--- src/cpdo_pkg.sv ---
/*
 * Package for the compare / PWM / dead-time output stage: register map,
 * field positions, reset values and compare-mode codes.
 * Assumes a 32-bit Avalon-MM slave port and a 16-bit timer counter.
 */
//
// Overview of operation
// - On match, output compare mode holds, sets, clears or toggles the reference.
// - Counter equal to compare value sets the sticky compare flag.
// - Compare interrupt request is raised only when its enable bit is set.
// - DMA request needs DMA enable; a select bit picks match or update event.
// - Update event never changes reference or outputs in output compare mode.
// - Without preload a compare write acts at once; with preload at update.
// - Compare mode codes 110 and 111 select PWM mode 1 and mode 2.
// - PWM mode 1 reference is high while counter is below compare value.
// - Compare above reload holds reference high; compare zero holds it low.
// - PWM is edge-aligned only, counter counts upward.
// - Main and complementary outputs each have their own polarity bit.
// - Dead-time acts when both output enables and master enable are set.
// - Main output rising edge is delayed by dead-time after reference rise.
// - Complementary rising edge is delayed by dead-time after reference fall.
// - A pulse shorter than the dead-time is suppressed completely.
// - One dead-time field is shared by all channels.
// - Dead-time is also inserted when master enable falls to idle.
// - The two enable bits route the reference to main, complementary, or both.
// - Complementary-only output is not inverted; active while reference high.
// - With both enabled, main active on reference high, complementary on low.
// - Compare timing resolution is one counter count.
// - Mode codes force the reference high or low without comparison.
// - Main and complementary outputs are never active together.
package cpdo_pkg;
   // ==========================================================
   // Register word indices (byte address / 4, word index = addr[4:2])
   localparam logic [2:0] CTRL_IDX    = 3'h0;
   localparam logic [2:0] ENABLE_IDX  = 3'h1;
   localparam logic [2:0] DTIME_IDX   = 3'h2;
   localparam logic [2:0] RELOAD_IDX  = 3'h3;
   localparam logic [2:0] COMPARE_IDX = 3'h4;
   localparam logic [2:0] STATUS_IDX  = 3'h5;
   localparam logic [2:0] EVENT_IDX   = 3'h6;
   localparam logic [2:0] COUNT_IDX   = 3'h7;

   // ==========================================================
   // Control register fields
   localparam int MODE_LSB      = 0;
   localparam int PRELOAD_BIT   = 3;
   localparam int RLPRE_BIT     = 4;
   localparam int CNT_EN_BIT    = 5;
   localparam int IRQ_EN_BIT    = 6;
   localparam int DMA_EN_BIT    = 7;
   localparam int DMA_SEL_BIT   = 8;
   // Enable / polarity register fields
   localparam int MAIN_EN_BIT   = 0;
   localparam int MAIN_POL_BIT  = 1;
   localparam int COMP_EN_BIT   = 2;
   localparam int COMP_POL_BIT  = 3;
   localparam int MASTER_EN_BIT = 4;
   // Event register fields (write one to fire)
   localparam int SW_UPD_BIT    = 0;

   // ==========================================================
   // Widths and reset values
   localparam int CNT_W = 16;
   localparam int DT_W  = 10;
   localparam logic [CNT_W-1:0] RELOAD_RST  = 16'hffff;
   localparam logic [CNT_W-1:0] COMPARE_RST = 16'h0000;
   localparam logic [DT_W-1:0]  DTIME_RST   = 10'h000;
   localparam logic [31:0]      UNMAPPED_RD = 32'h0000_0000;

   // ==========================================================
   // Compare mode codes
   localparam logic [2:0] MODE_FROZEN   = 3'h0;
   localparam logic [2:0] MODE_SET      = 3'h1;
   localparam logic [2:0] MODE_CLEAR    = 3'h2;
   localparam logic [2:0] MODE_TOGGLE   = 3'h3;
   localparam logic [2:0] MODE_FORCE_LO = 3'h4;
   localparam logic [2:0] MODE_FORCE_HI = 3'h5;
   localparam logic [2:0] MODE_PWM1     = 3'h6;
   localparam logic [2:0] MODE_PWM2     = 3'h7;
endpackage : cpdo_pkg

--- src/cpdo_top.sv ---
/*
 * Single-channel compare / PWM output stage with dead-time generator,
 * up-counter, preload shadowing and an Avalon-MM register slave.
 * Assumes one 100 MHz clock, synchronous active-high reset, and an
 * Avalon master that holds each request until waitrequest is low.
 */
// Our own choices: the placing of the registers and the Avalon-MM slave port.
`timescale 1ns/100ps
module cpdo_top (
   input  wire logic        i_clk_sys,
   input  wire logic        i_sys_rst,
   input  wire logic [4:0]  i_avs_address,
   input  wire logic        i_avs_read,
   input  wire logic        i_avs_write,
   input  wire logic [31:0] i_avs_writedata,
   input  wire logic [3:0]  i_avs_byteenable,
   output logic      [31:0] o_avs_readdata,
   output logic             o_avs_waitrequest,
   output logic             o_main_output,
   output logic             o_complementary_output,
   output logic             o_compare_irq,
   output logic             o_compare_dma_req
);
   localparam int W = cpdo_pkg::CNT_W;

   // ==========================================================
   // Register bus
   logic [8:0]       ctrl_r;
   logic [4:0]       enable_r;
   logic [cpdo_pkg::DT_W-1:0] deadtime_field_r;
   logic [W-1:0]     reload_pre_r;
   logic [W-1:0]     reload_act_r;
   logic [W-1:0]     compare_pre_r;
   logic [W-1:0]     compare_act_r;
   logic [W-1:0]     counter_value_r;
   logic             compare_flag_r;
   logic             ack_r;
   logic [2:0]       idx;
   logic             wr_go;
   logic             rd_go;
   logic [31:0]      wmask;
   logic [31:0]      wdat;

   assign idx   = i_avs_address[4:2];
   assign wr_go = i_avs_write && !ack_r;
   assign rd_go = i_avs_read && !ack_r;

   // Byte enables expanded per bit lane
   genvar gb;
   generate
      for (gb = 0; gb < 4; gb++) begin : g_be
         assign wmask[gb*8 +: 8] = {8{i_avs_byteenable[gb]}};
      end
   endgenerate

   // One wait state: answer comes on the second edge of every request
   // Waitrequest is its own flop, always the inverse of ack, so the pin is registered
   always_ff @(posedge i_clk_sys) begin
      if (i_sys_rst) begin
         ack_r             <= 1'b0;
         o_avs_waitrequest <= 1'b1;
      end else begin
         ack_r             <= (i_avs_read || i_avs_write) && !ack_r;
         o_avs_waitrequest <= !((i_avs_read || i_avs_write) && !ack_r);
      end
   end

   logic wr_ctrl;
   logic wr_en;
   logic wr_dt;
   logic wr_rl;
   logic wr_cmp;
   logic wr_st;
   logic wr_ev;
   assign wr_ctrl = wr_go && ack_r == 1'b0 && idx == cpdo_pkg::CTRL_IDX;
   assign wr_en   = wr_go && idx == cpdo_pkg::ENABLE_IDX;
   assign wr_dt   = wr_go && idx == cpdo_pkg::DTIME_IDX;
   assign wr_rl   = wr_go && idx == cpdo_pkg::RELOAD_IDX;
   assign wr_cmp  = wr_go && idx == cpdo_pkg::COMPARE_IDX;
   assign wr_st   = wr_go && idx == cpdo_pkg::STATUS_IDX;
   assign wr_ev   = wr_go && idx == cpdo_pkg::EVENT_IDX;

   // Write data merged with old value per byte lane
   function automatic logic [31:0] merge(input logic [31:0] old, input logic [31:0] m, input logic [31:0] d);
      merge = (old & ~m) | (d & m);
   endfunction : merge

   // Current value of the addressed word, for the byte-lane merge
   logic [31:0] old_word;
   always_comb begin
      case (idx)
         cpdo_pkg::CTRL_IDX:    old_word = {23'h0, ctrl_r};
         cpdo_pkg::ENABLE_IDX:  old_word = {27'h0, enable_r};
         cpdo_pkg::DTIME_IDX:   old_word = {22'h0, deadtime_field_r};
         cpdo_pkg::RELOAD_IDX:  old_word = {16'h0, reload_pre_r};
         cpdo_pkg::COMPARE_IDX: old_word = {16'h0, compare_pre_r};
         default:               old_word = 32'h0000_0000;
      endcase
   end
   assign wdat = merge(old_word, wmask, i_avs_writedata);

   always_ff @(posedge i_clk_sys) begin
      if (i_sys_rst) begin
         ctrl_r           <= 9'h000;
         enable_r         <= 5'h00;
         deadtime_field_r <= cpdo_pkg::DTIME_RST;
         reload_pre_r     <= cpdo_pkg::RELOAD_RST;
         compare_pre_r    <= cpdo_pkg::COMPARE_RST;
      end else begin
         if (wr_ctrl) begin
            ctrl_r <= wdat[8:0];
         end
         if (wr_en) begin
            enable_r <= wdat[4:0];
         end
         if (wr_dt) begin
            deadtime_field_r <= wdat[cpdo_pkg::DT_W-1:0];
         end
         if (wr_rl) begin
            reload_pre_r <= wdat[W-1:0];
         end
         if (wr_cmp) begin
            compare_pre_r <= wdat[W-1:0];
         end
      end
   end

   logic [2:0] mode;
   logic       cnt_en;
   assign mode   = ctrl_r[cpdo_pkg::MODE_LSB +: 3];
   assign cnt_en = ctrl_r[cpdo_pkg::CNT_EN_BIT];

   always_ff @(posedge i_clk_sys) begin
      if (i_sys_rst) begin
         o_avs_readdata <= cpdo_pkg::UNMAPPED_RD;
      end else if (rd_go) begin
         case (idx)
            cpdo_pkg::CTRL_IDX:    o_avs_readdata <= {23'h0, ctrl_r};
            cpdo_pkg::ENABLE_IDX:  o_avs_readdata <= {27'h0, enable_r};
            cpdo_pkg::DTIME_IDX:   o_avs_readdata <= {22'h0, deadtime_field_r};
            cpdo_pkg::RELOAD_IDX:  o_avs_readdata <= {16'h0, reload_pre_r};
            cpdo_pkg::COMPARE_IDX: o_avs_readdata <= {16'h0, compare_pre_r};
            cpdo_pkg::STATUS_IDX:  o_avs_readdata <= {31'h0, compare_flag_r};
            cpdo_pkg::COUNT_IDX:   o_avs_readdata <= {16'h0, counter_value_r};
            default:               o_avs_readdata <= cpdo_pkg::UNMAPPED_RD;
         endcase
      end
   end

   // ==========================================================
   // Counter, update event and shadows
   logic update_event;
   logic sw_upd;
   logic wrap;
   assign sw_upd       = wr_ev && i_avs_byteenable[0] && i_avs_writedata[cpdo_pkg::SW_UPD_BIT];
   assign wrap         = cnt_en && counter_value_r >= reload_act_r;
   assign update_event = sw_upd || wrap;

   // Up-counting only, hence edge-aligned PWM
   always_ff @(posedge i_clk_sys) begin
      if (i_sys_rst) begin
         counter_value_r <= '0;
      end else if (update_event) begin
         counter_value_r <= '0;
      end else if (cnt_en) begin
         counter_value_r <= counter_value_r + 16'h0001;
      end
   end

   always_ff @(posedge i_clk_sys) begin
      if (i_sys_rst) begin
         compare_act_r <= cpdo_pkg::COMPARE_RST;
         reload_act_r  <= cpdo_pkg::RELOAD_RST;
      end else begin
         if (!ctrl_r[cpdo_pkg::PRELOAD_BIT] || update_event) begin
            compare_act_r <= compare_pre_r;
         end
         if (!ctrl_r[cpdo_pkg::RLPRE_BIT] || update_event) begin
            reload_act_r <= reload_pre_r;
         end
      end
   end

   // ==========================================================
   // Compare match, flag, irq and dma
   logic match;
   assign match = counter_value_r == compare_act_r;

   always_ff @(posedge i_clk_sys) begin
      if (i_sys_rst) begin
         compare_flag_r <= 1'b0;
      end else if (match) begin
         compare_flag_r <= 1'b1;
      end else if (wr_st && i_avs_byteenable[0] && !i_avs_writedata[0]) begin
         compare_flag_r <= 1'b0;
      end
   end

   always_ff @(posedge i_clk_sys) begin
      if (i_sys_rst) begin
         o_compare_irq     <= 1'b0;
         o_compare_dma_req <= 1'b0;
      end else begin
         o_compare_irq     <= ctrl_r[cpdo_pkg::IRQ_EN_BIT] && (compare_flag_r || match);
         o_compare_dma_req <= ctrl_r[cpdo_pkg::DMA_EN_BIT] &&
                              (ctrl_r[cpdo_pkg::DMA_SEL_BIT] ? update_event : match);
      end
   end

   // ==========================================================
   // Reference waveform
   logic reference_waveform_r;
   logic pwm_active;
   assign pwm_active = counter_value_r < compare_act_r;

   always_ff @(posedge i_clk_sys) begin
      if (i_sys_rst) begin
         reference_waveform_r <= 1'b0;
      end else begin
         case (mode)
            // Match-driven modes ignore the update event entirely
            cpdo_pkg::MODE_FROZEN:   reference_waveform_r <= reference_waveform_r;
            cpdo_pkg::MODE_SET:      if (match) reference_waveform_r <= 1'b1;
            cpdo_pkg::MODE_CLEAR:    if (match) reference_waveform_r <= 1'b0;
            cpdo_pkg::MODE_TOGGLE:   if (match) reference_waveform_r <= !reference_waveform_r;
            cpdo_pkg::MODE_FORCE_LO: reference_waveform_r <= 1'b0;
            cpdo_pkg::MODE_FORCE_HI: reference_waveform_r <= 1'b1;
            cpdo_pkg::MODE_PWM1:     reference_waveform_r <= pwm_active;
            cpdo_pkg::MODE_PWM2:     reference_waveform_r <= !pwm_active;
            default:                 reference_waveform_r <= 1'b0;
         endcase
      end
   end

   // ==========================================================
   // Dead-time generator
   logic                      main_en;
   logic                      comp_en;
   logic                      master_en;
   logic                      both_on;
   logic                      ref_d_r;
   logic                      master_d_r;
   logic [cpdo_pkg::DT_W-1:0] dt_cnt_r;
   logic                      main_act_r;
   logic                      comp_act_r;
   logic                      want_main;
   logic                      want_comp;
   logic                      dt_done;

   assign main_en   = enable_r[cpdo_pkg::MAIN_EN_BIT];
   assign comp_en   = enable_r[cpdo_pkg::COMP_EN_BIT];
   assign master_en = enable_r[cpdo_pkg::MASTER_EN_BIT];
   assign both_on   = main_en && comp_en && master_en;
   // Idle state drives both sides inactive
   assign want_main = master_en && reference_waveform_r;
   assign want_comp = master_en && !reference_waveform_r;
   // Rise allowed exactly deadtime_field cycles after the reference edge; zero means no delay
   assign dt_done   = (ref_d_r != reference_waveform_r) ? (deadtime_field_r == '0) : (dt_cnt_r <= 10'h001);

   // Counter restarts on every reference edge and on master enable fall,
   // so a pulse shorter than the dead-time never reaches an output.
   always_ff @(posedge i_clk_sys) begin
      if (i_sys_rst) begin
         ref_d_r    <= 1'b0;
         master_d_r <= 1'b0;
         dt_cnt_r   <= '0;
      end else begin
         ref_d_r    <= reference_waveform_r;
         master_d_r <= master_en;
         if (ref_d_r != reference_waveform_r || (master_d_r && !master_en)) begin
            dt_cnt_r <= deadtime_field_r;
         end else if (dt_cnt_r != '0) begin
            dt_cnt_r <= dt_cnt_r - 10'h001;
         end
      end
   end

   always_ff @(posedge i_clk_sys) begin
      if (i_sys_rst) begin
         main_act_r <= 1'b0;
         comp_act_r <= 1'b0;
      end else begin
         // Falling edges pass at once, rising edges wait for the count
         main_act_r <= want_main && (main_act_r || dt_done);
         comp_act_r <= want_comp && (comp_act_r || dt_done);
      end
   end

   // ==========================================================
   // Output routing and polarity
   logic main_lvl;
   logic comp_lvl;
   always_comb begin
      if (both_on) begin
         main_lvl = main_act_r;
         comp_lvl = comp_act_r && !main_act_r;
      end else begin
         main_lvl = main_en && master_en && reference_waveform_r;
         comp_lvl = comp_en && !main_en && master_en && reference_waveform_r;
      end
   end

   always_ff @(posedge i_clk_sys) begin
      if (i_sys_rst) begin
         o_main_output          <= 1'b0;
         o_complementary_output <= 1'b0;
      end else begin
         o_main_output          <= main_lvl ^ enable_r[cpdo_pkg::MAIN_POL_BIT];
         o_complementary_output <= comp_lvl ^ enable_r[cpdo_pkg::COMP_POL_BIT];
      end
   end
endmodule : cpdo_top

--- config.mk ---
export PLATFORM = sky130hd
export DESIGN_NAME = cpdo_top
export DESIGN_NICKNAME = d
export VERILOG_FILES = /design/src/cpdo_pkg.sv /design/src/cpdo_top.sv
export SDC_FILE = /design/constraint.sdc
export NUM_CORES = 1
export LEC_CHECK = 0
export BUFFER_PORTS_ARGS = -buffer_cell sky130_fd_sc_hd__buf_4
export CORE_ASPECT_RATIO = 0.7
export CORE_MARGIN = 2
export CORE_UTILIZATION = 59
export DETAILED_ROUTE_END_ITERATION = 8
export PLACE_DENSITY = 0.79
export SLEW_MARGIN = 10
export SYNTH_ARGS = -nofsm -noshare
export SYNTH_HDL_FRONTEND = slang
export SYNTH_SLANG_ARGS = --single-unit
--- constraint.sdc ---
create_clock -name i_clk_sys -period 3.3 [get_ports i_clk_sys]
set_clock_uncertainty 0.15 [all_clocks]
set_input_delay 0.165 -clock i_clk_sys [delete_from_list [all_inputs] [get_ports i_clk_sys]]
set_output_delay 0.165 -clock i_clk_sys [all_outputs]
set_load 0.1 [all_outputs]
# Word-level counts from Yosys, hierarchy flattened
# Cells that the tools add are included.
# W data, S select, Z words.
# op_classes
n_addsub	2
n_lt_le_gt_ge	3
eq_ne	19
muxes	14
bitwise	8
reduce_logical	57
# ops
operator	n
$pmux W16 S7	1
$pmux W16 S5	1
$and A16 B16 Y16	2
$logic_and A1 B1 Y1	31
$eq A3 B3 Y1 const B	8
$mux W10	2
$add A16 B1 Y16 const B	1
$eq A16 B16 Y1	1
$ge A16 B16 Y1	1
$lt A16 B16 Y1	1
$not A16 Y16	1
$or A16 B16 Y16	1
$eq A3 B2 Y1 const B	4
$le A10 B1 Y1 const B	1
$logic_not A1 Y1	10
$logic_not A10 Y1	1
$reduce_bool A10 Y1	1
$sub A10 B1 Y10 const B	1
$mux W1	9
$logic_or A1 B1 Y1	8
$pmux W1 S7	1
$eq A3 B1 Y1 const B	2
$logic_not A3 Y1	2
$ne A2 B2 Y1 const B	3
other kinds (6)	9
# word_totals
register_bits	158
inputBits	45
output_inout_bits	37
elab_cells	125

# Depth between registers and ports, before layout
# depth
ltp_word	8
mapped_depth	8
mapped_depth_nobuf	7

# Worst setup path before layout
# Ideal clock, no wire load.
# synth_path
path_type	flip-flop to flip-flop
from	register counter_value_r[0]
to	register compare_act_r[10]
setup_ps	72
arrival_time_ps	2107
required_time_ps	3078
setup_slack_ps	972
stages_incl_launch_ff	9
path_buffers	1
period_less_slack_ps	2328
cell_sequence	dfxtp_1 -> inv_1 -> ha_1 -> nand2b_1 -> a2111oi_4 -> o41ai_4 -> o22ai_4 -> buf_6 -> mux2i_1
# synth_via
elab_chain_cells	4
# synth_rtl
item	line_no	text
start: declaration	cpdo_top.sv:35	logic [W-1:0] counter_value_r;
start signal: assignment	cpdo_top.sv:166	counter_value_r <= counter_value_r + 16'h0001;
$ge A16 B16 Y1	cpdo_top.sv:156	assign wrap = cnt_en && counter_value_r >= reload_act_r;
$logic_and A1 B1 Y1	cpdo_top.sv:156	
$logic_or A1 B1 Y1	cpdo_top.sv:157	assign update_event = sw_upd || wrap;
$logic_or A1 B1 Y1	cpdo_top.sv:175	if (!ctrl_r[cpdo_pkg::PRELOAD_BIT] || update_event) begin
end signal: assignment	cpdo_top.sv:172	compare_act_r <= cpdo_pkg::COMPARE_RST;
end signal: assignment	cpdo_top.sv:176	compare_act_r <= compare_pre_r;
end: declaration	cpdo_top.sv:34	logic [W-1:0] compare_act_r;
# No other way between the ends.
# A chain may end at the register's enable or synchronous reset.

# Worst setup path after layout
# layout_path
from	register counter_value_r[15]
to	register reload_act_r[10]
# layout_via
elab_chain_cells	4
# layout_rtl
item	line_no	text
$ge A16 B16 Y1	cpdo_top.sv:156	
$logic_and A1 B1 Y1	cpdo_top.sv:156	
$logic_or A1 B1 Y1	cpdo_top.sv:157	
$logic_or A1 B1 Y1	cpdo_top.sv:178	if (!ctrl_r[cpdo_pkg::RLPRE_BIT] || update_event) begin
end signal: assignment	cpdo_top.sv:173	reload_act_r <= cpdo_pkg::RELOAD_RST;
end signal: assignment	cpdo_top.sv:179	reload_act_r <= reload_pre_r;
end: declaration	cpdo_top.sv:32	logic [W-1:0] reload_act_r;
# No other way between the ends.

==> impl_metrics.tcl <==
set metrics [dict create \
    status "complete, no violations" \
    wl_per_cell_um 19.5 \
    r2r_start "counter_value_r[15]" \
    synth-main-ff-cell "dfxtp_1" \
    yosys-top-cells-area "dfxtp_1 (38%), mux2i_1 (7.2%), ha_1 (5.9%)" \
    rsz0062_at_grt "no" \
    synth_fa_ha_area_frac 0.0586 \
    first_pass_iters 6 \
    muxShareOfSynthArea 0.0859 \
    startpoint "counter_value_r[15]" \
    worstPathMaxFanout 9 \
    worstMarginPinSlew_ns 1.14 \
    syn_inst 850 \
    slew_violations 0 \
    grt_max_degree 121 \
    overflow 0 \
    fp.dieH_um 98.1 \
    fin_crit_sh 0.802 \
    power_frac_comb 0.160 \
    critical_path.startpoint_type "register" \
    layout-drive-gt1-share 0.126 \
    min_path_type "input pin to register" \
    seq_area_mm2 0.00284 \
    via_per_inst 6.25 \
    p_leak_nw 3.53 \
    timing.slew.headroom 0.243 \
    cts_sinks 142 \
    drt-total-wl_um 20800 \
    pwr-share-clk 0.419 \
    numCtsBuffers 17 \
    clockRootBuffer "clkbuf_16" \
    fin_tns_setup_ns 0 \
    synth_top_cell_area_share 0.381 \
    cts_tree "yes" \
    power.total_w 0.00439 \
    vdd_drop_max_v 0.000423 \
    grt_util_all_layers 0.311 \
    grt_pass1_wl_um 33100 \
    drc 0 \
    fin_cells 1065 \
    core-area_mm2 0.0124 \
    period_minus_slack_ns 2.65 \
    synth-simple-area-share 0.204 \
    post_cts_resized 0 \
    post_cts_buffers 0 \
    maxCapViolations 0 \
    nFillCells 980 \
    clk_latency_ns 0.43 \
    htreeDepth 4 \
    dp_hpwl_um 15200 \
    critPathArrivalTime_ns 2.84 \
    async_reset_ff_frac 0 \
    synthXorXnorAreaFrac 0.0293 \
    yosys-top-cells-count "dfxtp_1 (142), nor2_1 (86), nand2_1 (64)" \
    p_seq_frac 0.421 \
    start_util 0.603 \
    swShare 0.307 \
    cts.clk_slew.worst_paths_ns 0.06 \
    yosysSeqAreaShare 0.381 \
    synthesis.area_mm2 0.00747 \
    finalNetCount 970 \
    synth_top_family_by_area "simple AND/OR/NAND/NOR gates" \
    power_density_mw_per_mm2 518 \
    diodes 0 \
    synth_seq_cells 142 \
    die_area_mm2 0.0136 \
    yosysWarnings 0 \
    multiInputGateArea_mm2 0.00416 \
    max_freq_ghz 0.378 \
    synth_most_common_cell "dfxtp_1" \
    yosysTopAreaCell "dfxtp_1" \
    required_ns 3.49 \
    setup_viol 0 \
    ys_types 63 \
    ios 82 \
    dp.cells 1030 \
    antenna_left 0 \
    synth_compound_area_frac 0.171 \
    grt_pass1_vias 6381 \
    rows 34 \
    numPortBuffers 45 \
    dr.first_iter.drc_count 687 \
    num_vias 6660 \
    critical_path_class "register to register" \
    cts_max_path_buffers 2 \
    p_int_w 0.00304 \
    p_sw_w 0.00135 \
    syn2layout_area_growth_pct 13.4 \
    die_x_um 138 \
    synth_edf_count 0 \
    avgSynthCellArea_um2 8.79 \
    hold_viol_final 0 \
    end_kind "register" \
    gp_congestion 0.919 \
    min_from "i_avs_writedata[15]" \
    antenna_found_initial 0 \
]
==> path summary, 6_finish.rpt <==
kind                       end  slack [ns]  cells past startpoint
min reg2reg  o_avs_readdata[5]        0.31                      2
min          compare_pre_r[15]        0.02                      5
max reg2reg   reload_act_r[10]        0.65                      7
max           reload_act_r[10]        0.65                      7
==> what timing repair did <==
item / CTS / global route
endpoints found under the hold margin: 3 / 0
hold buffers: 3 / 0
endpoints found under the setup margin: 0 / 0
==> logic make-up (layout without fill, tap and decap cells) <==
kind of cell	Yosys count	after routing
muxes	59	59
AOI/OAI and AO/OA	180	180
xor gates and xnor gates	25	25
buffers and inverters	109	147
DFF	142	142
other	1	16
adders and majority gates	35	35
and+or+nand+nor	299	299
==> metal layers <==
metal | part of all wire | GRT usage | vias to the layer above | wire length, µm
met5 | 0 | 0 | - | 0
met4 | 0.021 | 0.116 | 0 | 445
met3 | 0.11 | 0.0589 | 43 | 2270
met2 | 0.44 | 0.480 | 374 | 9220
met1 | 0.43 | 0.438 | 3186 | 8860
li1 | - | - | 3057 | -
==> cell usage in the layout, fill, tap and decap left out, types with 4 or more instances in the layout <==
cell	instances
o22ai_1	5
o2bb2ai_1	5
nor2_1	86
o21ai_0	38
conb_1	16
and4_1	4
a222oi_1	4
nand3_1	9
a211oi_1	8
a211o_1	13
mux2i_1	54
a221o_1	6
o21a_1	4
clkbuf_16	17
nor2b_1	14
nand2_1	64
xnor2_1	7
mux4_2	4
clkinv_4	4
inv_1	44
nand2b_1	46
buf_4	67
nand3b_1	14
nand4_1	17
a22oi_1	26
xor2_1	18
a21oi_1	43
inv_6	5
a2bb2oi_1	5
ha_1	35
dfxtp_1	142
nor3_1	22
==> worst max-delay path, cell delays in order (launching register included) <==
cell,delay [ns]
dfxtp_1,0.46
ha_1,0.31
a41o_1,0.21
a21oi_1,0.29
o21ai_1,0.24
o22ai_4,0.38
buf_4,0.29
mux2i_1,0.23
==> sequential cells by signal, indices dropped and copies added, names as in the netlist, 5 cells and up <==
register,cells
ctrl_r,9
reload_pre_r,16
deadtime_field_r,10
compare_pre_r,16
dt_cnt_r,10
compare_act_r,16
enable_r,5
counter_value_r,16
reload_act_r,16
o_avs_readdata,16
==> power groups by stage <==
stage / Combinational [W] / Sequential, W / Clock, W
final: 0.000701 / 0.00185 / 0.00184
after global routing: 0.000768 / 0.00186 / 0.00192
after CTS: 0.000693 / 0.00185 / 0.00184
after detailed placement: 0.000687 / 0.00188 / 0
after global placement: 0.000664 / 0.00188 / 0
after floorplan: 0.000522 / 0.00191 / 0
==> stage by stage <==
step                       util  cell area (µm²)  worst slack (ns)  hold slack (ns)
after CTS                 0.684             8470             0.644           0.0151
after global placement    0.636             7880             0.785            0.248
after global routing      0.684             8470             0.539           0.0464
final                     0.684             8470             0.653           0.0180
after detailed placement  0.636             7880             0.665            0.266
after floorplan               -             7530             0.972            0.147
==> layout make-up <==
| type | count | area share |
|---|---|---|
| Multi-Input combinational cell | 614 | 0.491 |
| Sequential cell | 142 | 0.336 |
| Timing Repair Buffer | 70 | 0.0629 |
| Clock buffer | 18 | 0.0518 |
| Tap cell | 162 | 0.0239 |
| Inverter | 45 | 0.0199 |
| Clock inverter | 14 | 0.0146 |
No activity file was read; power rests on OpenSTA's default activity.
